## config.mk

```make
export PLATFORM = sky130hd
export DESIGN_NAME = urfs_unit
export DESIGN_NICKNAME = d
export VERILOG_FILES = /design/src/verilog/urfs_pkg.sv /design/src/verilog/urfs_unit.sv
export SDC_FILE = /design/constraint.sdc
export NUM_CORES = 1
export LEC_CHECK = 0
export ABC_AREA = 1
export BUFFER_PORTS_ARGS = -buffer_cell sky130_fd_sc_hd__buf_2
export CORE_MARGIN = 2
export CORE_UTILIZATION = 45
export CTS_BUF_LIST = sky130_fd_sc_hd__clkbuf_2
export DETAILED_ROUTE_END_ITERATION = 8
export PLACE_DENSITY = 0.76
export SLEW_MARGIN = 20
export SYNTH_ARGS = -nofsm -noshare
export SYNTH_HDL_FRONTEND = slang
export SYNTH_SLANG_ARGS = --single-unit
```

## constraint.sdc

```tcl
create_clock -name mclk -period 2.35 [get_ports mclk]
set_input_delay 0.235 -clock mclk [delete_from_list [all_inputs] [get_ports mclk]]
set_output_delay 0.235 -clock mclk [all_outputs]
set_load 0.1 [all_outputs]
```

## src/verilog/urfs_pkg.sv

```systemverilog
// package for the receive flag and status unit
package urfs_pkg;
    // ========================================
    // register byte offsets
    localparam logic [7:0] OFF_FLAGS   = 8'h1C;
    localparam logic [7:0] OFF_STICKY  = 8'h20;
    localparam logic [7:0] OFF_PMASK   = 8'h24;
    localparam logic [7:0] OFF_SOF     = 8'h28;
    localparam logic [7:0] OFF_PID     = 8'h2C;
    localparam logic [7:0] OFF_EP      = 8'h30;
    localparam logic [7:0] OFF_EPMARK  = 8'h34;
    localparam logic [7:0] OFF_OTGMASK = 8'h38;
    localparam logic [7:0] OFF_PWRSIG  = 8'h3C;
    localparam logic [7:0] OFF_CTRL    = 8'h04;
    localparam logic [7:0] OFF_DEVADDR = 8'h08;
    localparam logic [7:0] OFF_IRQST   = 8'h44;
    localparam logic [7:0] OFF_IRQEN   = 8'h48;
    localparam logic [7:0] OFF_IRQCLR  = 8'h4C;
    // ========================================
    // field layout
    localparam int NFLAG       = 7;
    localparam int FLG_TOKEN   = 6;
    localparam int FLG_SE0     = 5;
    localparam int FLG_K       = 4;
    localparam int FLG_J       = 3;
    localparam int FLG_CRC     = 2;
    localparam int FLG_RXACT   = 1;
    localparam int FLG_RXERR   = 0;
    localparam int CTRL_LSDEC  = 2;
    localparam int EP_VALID    = 4;
    localparam int PWR_VALID   = 8;
    localparam int SOF_W       = 11;
    localparam logic [4:0] EP_MARK_OR = 5'h10;
    localparam logic [1:0] LS_SE0 = 2'h0;
    localparam logic [1:0] LS_J   = 2'h1;
    localparam logic [1:0] LS_K   = 2'h2;
    localparam logic [31:0] RESET_VAL = 32'h0000_0000;
    // events: packet start, token, crc fail, linestate change
    localparam int NIRQ = 4;
    // ========================================
    // packet side inputs
    typedef struct packed {
        logic       pktStart;
        logic       tokenOk;
        logic [6:0] tokenAddr;
        logic [3:0] tokenEp;
        logic       pidValid;
        logic [3:0] pid;
        logic       crc16Fail;
        logic       sofValid;
        logic [10:0] sofFrame;
    } urfs_pkt_s;
    typedef struct packed {
        logic       valid;
        logic [4:0] ep;
    } urfs_rxep_s;
endpackage

```

## src/verilog/urfs_unit.sv

```systemverilog
// receive flag, port mask and packet status unit with wishbone registers
`timescale 1ns/1ps
`default_nettype none
// Contract
// RULE1 - non-sticky flags 6 to 2 clear when the next packet begins
// RULE2 - sticky flags hold until software writes one to the bit
// RULE3 - non-sticky flags 1 and 0 follow later changes of their signal
// RULE4 - bit 6 sets on a good token addressed to this device
// RULE5 - bits 5, 4, 3 set on SE0, K, J line states
// RULE6 - bit 2 sets when a data packet fails CRC16
// RULE7 - bit 1 follows rx active, bit 0 follows rx error
// RULE8 - each port output is the OR of its masked flags
// RULE9 - 11-bit frame counter readable and writable, split 10:8 and 7:0
// RULE10 - last received PID captured in a read-only field
// RULE11 - last endpoint stored with valid bit 4
// RULE12 - marked endpoints delivered on rx port ORed with 0x10
// RULE13 - tokens count only when matching programmed address, zero at reset
// RULE14 - line state flags only while decoder enable bit 2 is set
// RULE15 - hardware set wins over simultaneous software clear
// RULE16 - all fields reset to zero, reserved bits read zero
module urfs_unit #(
    parameter int NPORT = 3
) (
    input  wire logic              mclk,
    input  wire logic              rst_n,
    input  wire logic              wb_cyc_i,
    input  wire logic              wb_stb_i,
    input  wire logic              wb_we_i,
    input  wire logic [7:0]        wb_adr_i,
    input  wire logic [3:0]        wb_sel_i,
    input  wire logic [31:0]       wb_dat_i,
    output logic [31:0]            wb_dat_o,
    output logic                   wb_ack_o,
    input  wire logic              utmiRxActive,
    input  wire logic              utmiRxError,
    input  wire logic [1:0]        utmiLineState,
    input  wire urfs_pkg::urfs_pkt_s pktIn,
    output urfs_pkg::urfs_rxep_s   rxEpOut,
    output logic                   flag_port_a,
    output logic                   flag_port_b,
    output logic                   flag_port_c,
    output logic                   irq
);
    import urfs_pkg::*;

    // ========================================
    // register state
    logic [NFLAG-1:0]  flags_q;
    logic [NFLAG-1:0]  sticky_q;
    logic [23:0]       pmask_q;
    logic [SOF_W-1:0]  sof_q;
    logic [3:0]        pid_q;
    logic [4:0]        ep_q;
    logic [15:0]       epMark_q;
    logic [31:0]       otgMask_q;
    logic [8:0]        pwrSig_q;
    logic [7:0]        ctrl_q;
    logic [6:0]        devAddr_q;
    logic [NIRQ-1:0]   irqSt_q;
    logic [NIRQ-1:0]   irqEn_q;
    logic [1:0]        lsPrev_q;

    // ========================================
    // bus decode
    logic        wrStb;
    logic [31:0] wrMask;

    assign wrStb = wb_cyc_i && wb_stb_i && wb_we_i && !wb_ack_o;
    assign wrMask = {{8{wb_sel_i[3]}}, {8{wb_sel_i[2]}},
                     {8{wb_sel_i[1]}}, {8{wb_sel_i[0]}}};

    function automatic logic [31:0] merge(input logic [31:0] old,
                                          input logic [31:0] nw,
                                          input logic [31:0] m);
        merge = (old & ~m) | (nw & m);
    endfunction

    function automatic logic hit(input logic [7:0] off);
        hit = wrStb && (wb_adr_i == off);
    endfunction

    logic [31:0] wdFlags;
    assign wdFlags = wb_dat_i & wrMask;

    // merged write words; a call result cannot be sliced directly
    logic [31:0] sticky_d;
    logic [31:0] pmask_d;
    logic [31:0] epMark_d;
    logic [31:0] pwrSig_d;
    logic [31:0] ctrl_d;
    logic [31:0] devAddr_d;
    logic [31:0] irqEn_d;
    logic [31:0] sof_d;

    assign sticky_d  = merge({25'h0, sticky_q}, wb_dat_i, wrMask);
    assign pmask_d   = merge({8'h0, pmask_q}, wb_dat_i, wrMask);
    assign epMark_d  = merge({16'h0, epMark_q}, wb_dat_i, wrMask);
    assign pwrSig_d  = merge({23'h0, pwrSig_q}, wb_dat_i, wrMask);
    assign ctrl_d    = merge({24'h0, ctrl_q}, wb_dat_i, wrMask);
    assign devAddr_d = merge({25'h0, devAddr_q}, wb_dat_i, wrMask);
    assign irqEn_d   = merge({28'h0, irqEn_q}, wb_dat_i, wrMask);
    assign sof_d     = merge({21'h0, sof_q}, wb_dat_i, wrMask);

    // ========================================
    // flag events
    logic             tokMatch;
    logic [NFLAG-1:0] evSet;
    logic [NFLAG-1:0] level;
    logic             lsDecEn;

    assign lsDecEn = ctrl_q[CTRL_LSDEC];
    // RULE13 address match
    assign tokMatch = pktIn.tokenOk && (pktIn.tokenAddr == devAddr_q);

    always_comb begin
        evSet = '0;
        level = '0;
        // RULE4 token flag
        evSet[FLG_TOKEN] = tokMatch;
        // RULE14 decoder gate
        if (lsDecEn) begin
            // RULE5 line state symbols
            evSet[FLG_SE0] = (utmiLineState == LS_SE0);
            evSet[FLG_K]   = (utmiLineState == LS_K);
            evSet[FLG_J]   = (utmiLineState == LS_J);
        end
        // RULE6 crc16 failure
        evSet[FLG_CRC] = pktIn.crc16Fail;
        // RULE7 follow receiver inputs
        level[FLG_RXACT] = utmiRxActive;
        level[FLG_RXERR] = utmiRxError;
        evSet[FLG_RXACT] = utmiRxActive;
        evSet[FLG_RXERR] = utmiRxError;
    end

    // ========================================
    // flag register
    always_ff @(posedge mclk or negedge rst_n) begin
        if (!rst_n) begin
            flags_q <= RESET_VAL[NFLAG-1:0];
        end else begin
            for (int i = 0; i < NFLAG; i++) begin
                if (sticky_q[i]) begin
                    // RULE15 set beats clear
                    // RULE2 hold until written one
                    if (evSet[i])
                        flags_q[i] <= 1'b1;
                    else if (hit(OFF_FLAGS) && wdFlags[i])
                        flags_q[i] <= 1'b0;
                end else if (i == FLG_RXACT || i == FLG_RXERR) begin
                    // RULE3 signal overwrites
                    flags_q[i] <= level[i];
                end else if (evSet[i]) begin
                    flags_q[i] <= 1'b1;
                end else if (pktIn.pktStart) begin
                    // RULE1 clear on new packet
                    flags_q[i] <= 1'b0;
                end else if (hit(OFF_FLAGS) && wdFlags[i]) begin
                    flags_q[i] <= 1'b0;
                end
            end
        end
    end

    // ========================================
    // software registers
    always_ff @(posedge mclk or negedge rst_n) begin
        if (!rst_n) begin
            sticky_q  <= '0;
            pmask_q   <= '0;
            epMark_q  <= '0;
            otgMask_q <= RESET_VAL;
            pwrSig_q  <= '0;
            ctrl_q    <= '0;
            devAddr_q <= '0;
            irqEn_q   <= '0;
        end else begin
            // RULE16 reserved bits dropped
            if (hit(OFF_STICKY))
                sticky_q <= sticky_d[NFLAG-1:0];
            if (hit(OFF_PMASK))
                pmask_q <= pmask_d[23:0];
            if (hit(OFF_EPMARK))
                epMark_q <= epMark_d[15:0];
            if (hit(OFF_OTGMASK))
                otgMask_q <= merge(otgMask_q, wb_dat_i, wrMask);
            if (hit(OFF_PWRSIG))
                pwrSig_q <= pwrSig_d[8:0];
            if (hit(OFF_CTRL))
                ctrl_q <= ctrl_d[7:0];
            // RULE13 software loads address
            if (hit(OFF_DEVADDR))
                devAddr_q <= devAddr_d[6:0];
            if (hit(OFF_IRQEN))
                irqEn_q <= irqEn_d[NIRQ-1:0];
        end
    end

    // ========================================
    // packet status capture
    always_ff @(posedge mclk or negedge rst_n) begin
        if (!rst_n) begin
            sof_q <= '0;
        end else if (pktIn.sofValid) begin
            sof_q <= pktIn.sofFrame;
        end else if (hit(OFF_SOF)) begin
            // RULE9 software write of count
            sof_q <= sof_d[SOF_W-1:0];
        end
    end

    always_ff @(posedge mclk or negedge rst_n) begin
        if (!rst_n) begin
            pid_q <= '0;
        end else if (pktIn.pidValid) begin
            // RULE10 last pid
            pid_q <= pktIn.pid;
        end
    end

    always_ff @(posedge mclk or negedge rst_n) begin
        if (!rst_n) begin
            ep_q <= '0;
        end else if (tokMatch) begin
            // RULE11 endpoint and valid
            ep_q <= {1'b1, pktIn.tokenEp};
        end
    end

    // RULE12 marked endpoint delivery
    always_ff @(posedge mclk or negedge rst_n) begin
        if (!rst_n) begin
            rxEpOut <= '0;
        end else begin
            rxEpOut.valid <= tokMatch;
            if (tokMatch)
                rxEpOut.ep <= epMark_q[pktIn.tokenEp]
                              ? ({1'b0, pktIn.tokenEp} | EP_MARK_OR)
                              : {1'b0, pktIn.tokenEp};
        end
    end

    // ========================================
    // port outputs
    // RULE8 masked or per port
    assign flag_port_a = |(flags_q & pmask_q[6:0]);
    assign flag_port_b = |(flags_q & pmask_q[14:8]);
    assign flag_port_c = |(flags_q & pmask_q[22:16]);

    // ========================================
    // interrupts
    logic [NIRQ-1:0] irqEv;
    logic [NIRQ-1:0] irqClr;

    always_ff @(posedge mclk or negedge rst_n) begin
        if (!rst_n)
            lsPrev_q <= '0;
        else
            lsPrev_q <= utmiLineState;
    end

    assign irqEv = {lsDecEn && (lsPrev_q != utmiLineState),
                    pktIn.crc16Fail, tokMatch, pktIn.pktStart};
    assign irqClr = hit(OFF_IRQCLR) ? wdFlags[NIRQ-1:0] : '0;

    always_ff @(posedge mclk or negedge rst_n) begin
        if (!rst_n)
            irqSt_q <= '0;
        else
            // set wins over write-one clear
            irqSt_q <= (irqSt_q & ~irqClr) | irqEv;
    end

    assign irq = |(irqSt_q & irqEn_q);

    // ========================================
    // read path, one wait-free cycle answer
    logic [31:0] rdData;

    always_comb begin
        rdData = '0;
        unique case (wb_adr_i)
            OFF_FLAGS:   rdData = {25'h0, flags_q};
            OFF_STICKY:  rdData = {25'h0, sticky_q};
            OFF_PMASK:   rdData = {8'h0, pmask_q};
            OFF_SOF:     rdData = {21'h0, sof_q};
            OFF_PID:     rdData = {28'h0, pid_q};
            OFF_EP:      rdData = {27'h0, ep_q};
            OFF_EPMARK:  rdData = {16'h0, epMark_q};
            OFF_OTGMASK: rdData = otgMask_q;
            OFF_PWRSIG:  rdData = {23'h0, pwrSig_q};
            OFF_CTRL:    rdData = {24'h0, ctrl_q};
            OFF_DEVADDR: rdData = {25'h0, devAddr_q};
            OFF_IRQST:   rdData = {28'h0, irqSt_q};
            OFF_IRQEN:   rdData = {28'h0, irqEn_q};
            default:     rdData = '0;
        endcase
    end

    always_ff @(posedge mclk or negedge rst_n) begin
        if (!rst_n) begin
            wb_ack_o <= 1'b0;
            wb_dat_o <= '0;
        end else begin
            // unmapped addresses still ack, reading zero
            wb_ack_o <= wb_cyc_i && wb_stb_i && !wb_ack_o;
            if (wb_cyc_i && wb_stb_i && !wb_ack_o && !wb_we_i)
                wb_dat_o <= rdData;
        end
    end
endmodule
`default_nettype wire
```

==> flow_metrics.env, run 1 <==
export IMPL_status="finished, final reports clean"
export IMPL_drtIter0Drc=893
export IMPL_fp_row_count=50
export IMPL_vias=8132
export IMPL_grt_max_degree=51
export IMPL_gr_usage_all_layers=0.265
export IMPL_met2_usage=0.406
export IMPL_stdcell_area_um2=10600
export IMPL_htreeDepth=4
export IMPL_finClkSkew_ns=0.0332
export IMPL_powerDensity_nw_per_um2=501
export IMPL_critical_path_class="flop to primary output"
export IMPL_layout_commonest_cell="nand2_1"
export IMPL_io_buffers=126
export IMPL_ys_ff_latch=175
export IMPL_grt_pass1_wl_um=41000
export IMPL_final_nets=1358
export IMPL_n_antenna_cell=0
export IMPL_hold_violations=0
export IMPL_grtUsageMet1=0.382
export IMPL_cp_max_fo=5
export IMPL_tightest_slew_ns=0.956
export IMPL_setup_viol=0
export IMPL_clk_pin_slew_ns=0.25
export IMPL_end_kind="primary output"
export IMPL_clock_sinks=175
export IMPL_gr_usage_met3=0.0604
export IMPL_timing_final_crit_share=0.975
export IMPL_postRouteAntennaNets=0
export IMPL_hpwlAfterDp_um=17700
export IMPL_pin_count=127
export IMPL_fillCellCount=1684
export IMPL_dieArea_um2=20000
export IMPL_wl_per_cell_um=16.7
export IMPL_slew_headroom=0.359
export IMPL_synth_nets=1137
export IMPL_ir_drop_uv=299
export IMPL_die_w_um=141
export IMPL_root_buffer="clkbuf_2"
export IMPL_syn_avg_cell_area_um2=8.05
export IMPL_viasPerCell=5.35
export IMPL_placed_area_um2=9280
export IMPL_drive_gt1_frac=0.180
export IMPL_syn_to_final_growth_pct=24.6
export IMPL_final_core_util=0.569
export IMPL_min_period_ns=2.29
export IMPL_max_clock_freq_mhz=436
export IMPL_die_h_um=141
export IMPL_rsz0062_at_grt="true"
export IMPL_maxSlewViolCount=0
export IMPL_critPathLaunchType="flop"
export IMPL_dp_slack_ns=0.416
export IMPL_antenna_found_initial=0
export IMPL_clk_latency_ns=0.79
export IMPL_netlist_instances=1053
export IMPL_place_gp_congestion=0.897
export IMPL_busiest_layer="met2"
export IMPL_required_ns=2.12
export IMPL_first_pass_iters=5
export IMPL_clk_path_buf_depth=2
export IMPL_synth_area_um2=8480
export IMPL_ys_seq_area_frac=0.516
export IMPL_drc=0
export IMPL_maxCapViolCount=0
export IMPL_tritoncts="done"
export IMPL_first_global_vias=7795
export IMPL_worst_slack_ns=0.0581
export IMPL_cp_arrival_ns=2.06
export IMPL_initial_core_util=0.456
export IMPL_coreArea_um2=18600
export IMPL_synth_warnings=0
export IMPL_ys_types=38
export IMPL_hold_path_class="input pin to flop"
export IMPL_numCtsBuffers=17
export IMPL_grt_overflow_total=0
export IMPL_mostFrequentLayoutCells="nand2_1, dfrtp_1, buf_2"
export IMPL_power_leakage_nw=5.43
export IMPL_drt_wl_total_um=25400
[kinds of logic after synthesis]
group / after synthesis / share of synthesized area
buf+inv: 126 / 0.0667
xor+xnor: 3 / 0.00310
simple gates: 567 / 0.292
flops: 175 / 0.516
mux: 4 / 0.00531
compound gates: 178 / 0.116
[area by class of cell]
class                      instances  area, um2  share of cell area
multi-input combinational        752       3560               0.337
clock buffer                      18       90.1             0.00853
inverter                          90        338              0.0320
timing repair buffer             238       1780               0.168
tap                              234        293              0.0277
sequential                       175       4380               0.415
clock inverter                    14        125              0.0118
[synth_stat cells, drive strengths merged]
cell    number  area [um2]
buf         27         194
a22oi        2        15.0
nand3b       3        22.5
nand2      404        1590
or2          4        25.0
a21oi       13        80.1
o21ai      136         681
nor2        66         359
nand4       10        62.6
xor2         2        17.5
o21bai       2        15.0
clkinv       2        7.51
o211ai       7        52.6
nand3       77         385
a221oi       3        26.3
xnor2        1        8.76
dfrtp      175        4380
o32ai        2        17.5
clkbuf       9        33.8
mux2         4        45.0
a22o         7        61.3
inv         88         330
nor3b        1        7.51
nor3         2        21.3
o22ai        6        37.5
[final timing paths]
| check | startpoint | to | slack [ns] | cells past startpoint |
|---|---|---|---|---|
| setup / recovery | flags_q[1] | flag_port_b | 0.06 | 3 |
| hold reg to reg | wb_dat_o[28] | wb_dat_o[28] | 0.50 | 2 |
| setup reg to reg | wb_ack_o | flags_q[2] | 0.14 | 7 |
| min in group asynchronous | rst_n | wb_dat_o[11] | 0.54 | 4 |
| max in group asynchronous | rst_n | asynchronous set/reset pin | 1.39 | 4 |
| hold / removal | wb_we_i | flop | 0.03 | 5 |
[stage by stage]
stage | cells | hold slack, ns | TNS (ns) | power (mW)
floorplan | 1053 | -0.0606 | 0 | 3.45
global placement | 1389 | 0.220 | 0 | 3.68
detailed placement | 1389 | 0.218 | 0 | 3.69
CTS | 1519 | 0.000449 | -0.0300 | 5.29
global route | 1521 | 0.0440 | -0.0248 | 5.48
finish | 1521 | 0.0335 | 0 | 5.29
[repair_timing]
action,4_1_cts,5_1_grt
setup endpoints to repair,3,6
resized for setup,12,8
buffers inserted,1,2
hold buffers,97,1
hold endpoints to repair,314,9
pin swaps,1,2
[routing by layer]
layer / share of wire / wire length (um)
met1: 0.45 / 11400
met2: 0.45 / 11400
met3: 0.089 / 2270
met4: 0.018 / 458
met5: 0 / 0
[power breakdown]
| part | leakage [nW] | internal (mW) | switching [mW] |
|---|---|---|---|
| sequential | 2.35 | 3.08 | 0.0507 |
| clock | 0.129 | 0.469 | 1.04 |
| combinational | 2.95 | 0.249 | 0.401 |
[worst max-delay path: stages (launching register included)]
cell and delay [ns]:
dfrtp_1 0.54, a221oi_1 0.32, nand4_1 0.15, buf_4 0.27
No activity file was read; power rests on OpenSTA's default activity.
==> run 2, diff against run 1 <==
--- a/config.mk
+++ b/config.mk
@@ -7,6 +7,7 @@
 export LEC_CHECK = 0
 export ABC_AREA = 1
 export BUFFER_PORTS_ARGS = -buffer_cell sky130_fd_sc_hd__buf_2
+export CORE_ASPECT_RATIO = 1.75
 export CORE_MARGIN = 2
 export CORE_UTILIZATION = 45
 export CTS_BUF_LIST = sky130_fd_sc_hd__clkbuf_2
==> run 2 against run 1 <==
Net effect: the flow now finishes with violations (setup timing); clock skew is 0.020 ns higher; register-to-register slack got worse by 0.09 ns; utilization is 0.92 points higher; routed wire length up 3.5%; highest routed layer unchanged.
==> flow_metrics.env, run 2 (same netlist as run 1, synthesis figures left out) <==
export IMPL_grt_pass1_wl_um=41000
export IMPL_required_ns=2.12
export IMPL_end_kind="primary output"
export IMPL_numCtsBuffers=17
export IMPL_mostFrequentLayoutCells="nand2_1, dfrtp_1, buf_2"
export IMPL_pin_count=127
export IMPL_clk_pin_slew_ns=0.30
export IMPL_power_leakage_nw=5.47
export IMPL_critPathTopFamily="flip-flops"
export IMPL_die_w_um=108
export IMPL_htreeDepth=4
export IMPL_drive_gt1_frac=0.189
export IMPL_grt_overflow_total=0
export IMPL_hold_violations=0
export IMPL_fillCellCount=1710
export IMPL_postRouteAntennaNets=0
export IMPL_placed_area_um2=9330
export IMPL_syn_to_final_growth_pct=26.0
export IMPL_first_global_vias=7908
export IMPL_rsz0062_at_grt="true"
export IMPL_first_pass_iters=6
export IMPL_tightest_slew_ns=0.841
export IMPL_coreArea_um2=18500
export IMPL_hpwlAfterDp_um=18700
export IMPL_critPathMaxStageDelay_ns=0.51
export IMPL_clk_path_buf_depth=2
export IMPL_switchingPower_mw=1.60
export IMPL_vias=8080
export IMPL_powerDensity_nw_per_um2=510
export IMPL_tritoncts="done"
export IMPL_min_period_ns=2.38
export IMPL_fp_row_count=66
export IMPL_clk_latency_ns=0.79
export IMPL_place_gp_congestion=0.968
export IMPL_p_clk_frac=0.304
export IMPL_root_buffer="clkbuf_2"
export IMPL_layout_commonest_cell="nand2_1"
export IMPL_final_nets=1364
export IMPL_violations="setup timing"
export IMPL_die_h_um=186
export IMPL_clock_sinks=175
export IMPL_finClkSkew_ns=0.0536
export IMPL_worst_path_buf_inv=2
export IMPL_viasPerCell=5.27
export IMPL_io_buffers=126
export IMPL_initial_core_util=0.458
export IMPL_status="finished with violations"
export IMPL_antenna_found_initial=1
export IMPL_whs_ns=0.0407
export IMPL_critPathLaunchType="flop"
export IMPL_drtIter0Drc=617
export IMPL_wl_per_cell_um=17.2
export IMPL_dieArea_um2=20000
export IMPL_ir_drop_uv=330
export IMPL_gr_usage_all_layers=0.270
export IMPL_max_clock_freq_mhz=421
export IMPL_cp_max_fo=3
export IMPL_worst_slack_ns=-0.0267
export IMPL_stdcell_area_um2=10700
export IMPL_drt_wl_total_um=26300
export IMPL_hold_path_class="input pin to flop"
export IMPL_multi_input_area_um2=3580
export IMPL_slowest_stage="dfrtp_1"
export IMPL_timing_final_crit_share=1.01
export IMPL_regArea_um2=4380
export IMPL_critical_path_class="flop to primary output"
export IMPL_slew_headroom=0.436
export IMPL_path_cells="inv_2, o21ai_2, a221oi_2, nand4_1, buf_8"
export IMPL_sw_frac_of_total=0.294
export IMPL_drc=0
export IMPL_maxCapViolCount=0
export IMPL_setup_viol=3
export IMPL_maxSlewViolCount=0
export IMPL_seqPwrFrac=0.574
export IMPL_power_internal_mw=3.85
export IMPL_cp_arrival_ns=2.14
export IMPL_grt_max_degree=54
export IMPL_pwr_share_comb=0.122
[run 2: timing repair]
action	4_1_cts	5_1_grt
hold buffers	99	0
endpoints found under the hold margin	315	0
resized for setup	19	5
setup endpoints to repair	3	4
setup buffers	2	1
pin swaps	4	8
[run 2: power by group through the flow]
| stage | combinational (mW) | sequential [mW] | clock [mW] |
|---|---|---|---|
| 5_1_grt | 0.723 | 3.14 | 1.80 |
| 4_1_cts | 0.659 | 3.13 | 1.67 |
| 6_report | 0.664 | 3.13 | 1.66 |
| 3_3_place_gp | 0.515 | 3.18 | 0 |
| 3_5_place_dp | 0.521 | 3.18 | 0 |
| 2_1_floorplan | 0.263 | 3.19 | 0 |
[run 2: worst min-delay path: cells and delay by family]
family	cells	cell delay [ns]
and+or+nand+nor	2	0.24
buffers and inverters	2	0.25
AOI/OAI and AO/OA	1	0.09
[run 2: routing by layer]
metal  global-route usage  wire [um]  vias to the layer above
met1                0.300       9420                     3790
li1                     -          -                     3858
met2                0.485      13900                      343
met5                    0          0                        -
met3               0.0469       1640                       89
met4                0.148       1410                        0
[run 2: cell type report]
cell class / instances / share of cell area
inverters: 90 / 0.0316
well taps: 238 / 0.0279
clock inverters: 14 / 0.0146
diodes: 1 / 0.000234
multi-input cells: 752 / 0.335
clock buffers: 18 / 0.00843
repair buffers: 244 / 0.172
flip-flops and latches: 175 / 0.410
[run 2: path summary, 6_finish.rpt]
| kind | slack, ns | endpoint | depth (start not counted) | startpoint |
|---|---|---|---|---|
| worst max-delay path | -0.03 | flag_port_a | 5 | flags_q[2] |
| worst min-delay path | 0.04 | flop | 5 | wb_we_i |
| worst max register to register | 0.05 | rxEpOut[4] | 9 | flop |
| worst min register to register | 0.51 | wb_dat_o[23] | 2 | wb_dat_o[23] |
| max in group asynchronous | 1.50 | asynchronous set/reset pin | 4 | rst_n |
| min in group asynchronous | 0.53 | asynchronous set/reset pin | 4 | rst_n |
[run 2: through the flow]
step / setup TNS [ns] / total power, mW / setup WS [ns] / utilization / cells
after floorplan: 0 / 3.45 / 0.415 / - / 1053
after global placement: 0 / 3.69 / 0.466 / 0.504 / 1397
after detailed placement: 0 / 3.70 / 0.402 / 0.504 / 1397
after CTS: -0.0905 / 5.45 / -0.0507 / 0.576 / 1530
after global routing: -0.282 / 5.66 / -0.103 / 0.578 / 1532
final: -0.0637 / 5.45 / -0.0267 / 0.578 / 1532
==> run 3, diff against run 2 <==
==> constraint.sdc (replaced) <==
create_clock -name mclk -period 2.9 [get_ports mclk]
set_input_delay 0.29 -clock mclk [delete_from_list [all_inputs] [get_ports mclk]]
set_output_delay 0.29 -clock mclk [all_outputs]
set_load 0.1 [all_outputs]
==> run 3 against run 2 <==
Net effect: largest cell class unchanged; via count is 1.2% lower; utilization down 0.88 points; critical path type is now flop to flop; total power down 22%; the run now ends clean; final area is 1.5% lower.
==> flow_metrics.env, run 3 (same netlist as run 1, synthesis figures left out) <==
export IMPL_status="finished, final reports clean"
export IMPL_hpwlAfterDp_um=18500
export IMPL_maxSlewViolCount=0
export IMPL_final_core_util=0.569
export IMPL_end_kind="flop"
export IMPL_power_leakage_nw=5.42
export IMPL_die_h_um=186
export IMPL_min_period_ns=2.67
export IMPL_viasPerCell=5.23
export IMPL_drt_wl_total_um=26100
export IMPL_tritoncts="done"
export IMPL_clk_pin_slew_ns=0.27
export IMPL_fp_row_count=66
export IMPL_syn_to_final_growth_pct=24.1
export IMPL_die_w_um=108
export IMPL_slew_headroom=0.435
export IMPL_grt_pass1_wl_um=41000
export IMPL_drtIter0Drc=555
export IMPL_place_gp_congestion=0.986
export IMPL_maxCapViolCount=0
export IMPL_final_nets=1357
export IMPL_postRouteAntennaNets=0
export IMPL_io_buffers=126
export IMPL_clk_latency_ns=0.79
export IMPL_r2r_cells=7
export IMPL_wl_per_cell_um=17.1
export IMPL_cp_arrival_ns=3.38
export IMPL_grt_overflow_total=0
export IMPL_pin_count=127
export IMPL_vias=7982
export IMPL_max_clock_freq_mhz=375
export IMPL_grt_max_degree=82
export IMPL_root_buffer="clkbuf_2"
export IMPL_cts_resized=0
export IMPL_rrSetupSlack_ns=0.23
export IMPL_required_ns=3.62
export IMPL_antenna_found_initial=1
export IMPL_first_pass_iters=5
export IMPL_clk_path_buf_depth=2
export IMPL_critPathLaunchType="flop"
export IMPL_hold_violations=0
export IMPL_cp_max_fo=13
export IMPL_hold_path_class="input pin to asynchronous set/reset pin"
export IMPL_layout_commonest_cell="nand2_1"
export IMPL_mostFrequentLayoutCells="nand2_1, dfrtp_1, buf_2"
export IMPL_clock_sinks=175
export IMPL_initial_core_util=0.458
export IMPL_gr_usage_all_layers=0.272
export IMPL_first_global_vias=7911
export IMPL_tightest_slew_ns=0.843
export IMPL_critical_path_class="flop to flop"
export IMPL_r2r_start="wb_ack_o"
export IMPL_coreArea_um2=18500
export IMPL_timing_final_crit_share=0.920
export IMPL_dieArea_um2=20000
export IMPL_finClkSkew_ns=0.0535
export IMPL_fin_tns_setup_ns=0
export IMPL_drc=0
export IMPL_startpoint="wb_ack_o"
export IMPL_setup_viol=0
export IMPL_drive_gt1_frac=0.170
export IMPL_ir_drop_uv=259
export IMPL_numCtsBuffers=17
export IMPL_htreeDepth=4
export IMPL_rsz0062_at_grt="false"
export IMPL_powerDensity_nw_per_um2=406
## run 3: per-stage QoR
stage,std cells,instance area (um2),setup slack [ns],hold slack [ns],power [mW]
after global placement,1390,9280,0.928,0.384,2.99
final,1525,10500,0.233,0.0941,4.27
after CTS,1524,10500,0.213,0.0268,4.30
after floorplan,1053,8480,0.962,-0.00559,2.80
after global routing,1525,10500,0.102,0.0475,4.45
after detailed placement,1390,9280,0.889,0.392,3.00
## run 3: what timing repair did
action | in CTS | in global routing
buffers inserted | 0 | 0
hold buffers | 102 | 0
hold endpoints to repair | 220 | 0
## run 3: layout make-up
type	instances	area (um2)
sequential	175	4380
clock buffer	17	85.1
multi-input combinational	752	3530
fill	1739	7970
tap	238	298
inverter	90	338
timing repair buffer	237	1750
clock inverter	15	136
antenna	1	2.50
## run 3: how the worst min path moves through the flow
stage / endpoint / slack [ns] / cells after the start
6_report: asynchronous set/reset pin / 0.09 / 2
5_1_grt: flop / 0.05 / 5
4_1_cts: flop / 0.03 / 3
3_5_place_dp: asynchronous set/reset pin / 0.39 / 1
3_3_place_gp: wb_dat_o[23] / 0.38 / 1
2_1_floorplan: asynchronous set/reset pin / -0.006 / 0
## run 3: per-layer routing
layer | up-vias | track usage | share of wire
met4 | 0 | 0.164 | 0.060
li1 | 3842 | - | -
met3 | 84 | 0.0417 | 0.051
met2 | 305 | 0.477 | 0.52
met5 | - | 0 | 0
met1 | 3751 | 0.310 | 0.37
## run 3: critical path, cell delays in order, from the launching register on
cell,delay (ns)
dfrtp_1,0.46
nor3_4,0.26
nand2_4,0.18
nor2_4,0.38
nand3_1,0.15
dlygate4sd3_1,0.60
nand2_1,0.07
dlygate4sd3_1,0.53
## run 3: report_power, final
group          switching (mW)  internal [mW]  leakage, nW
clock                   0.901          0.315        0.119
combinational           0.323          0.194         2.95
sequential             0.0425           2.49         2.35
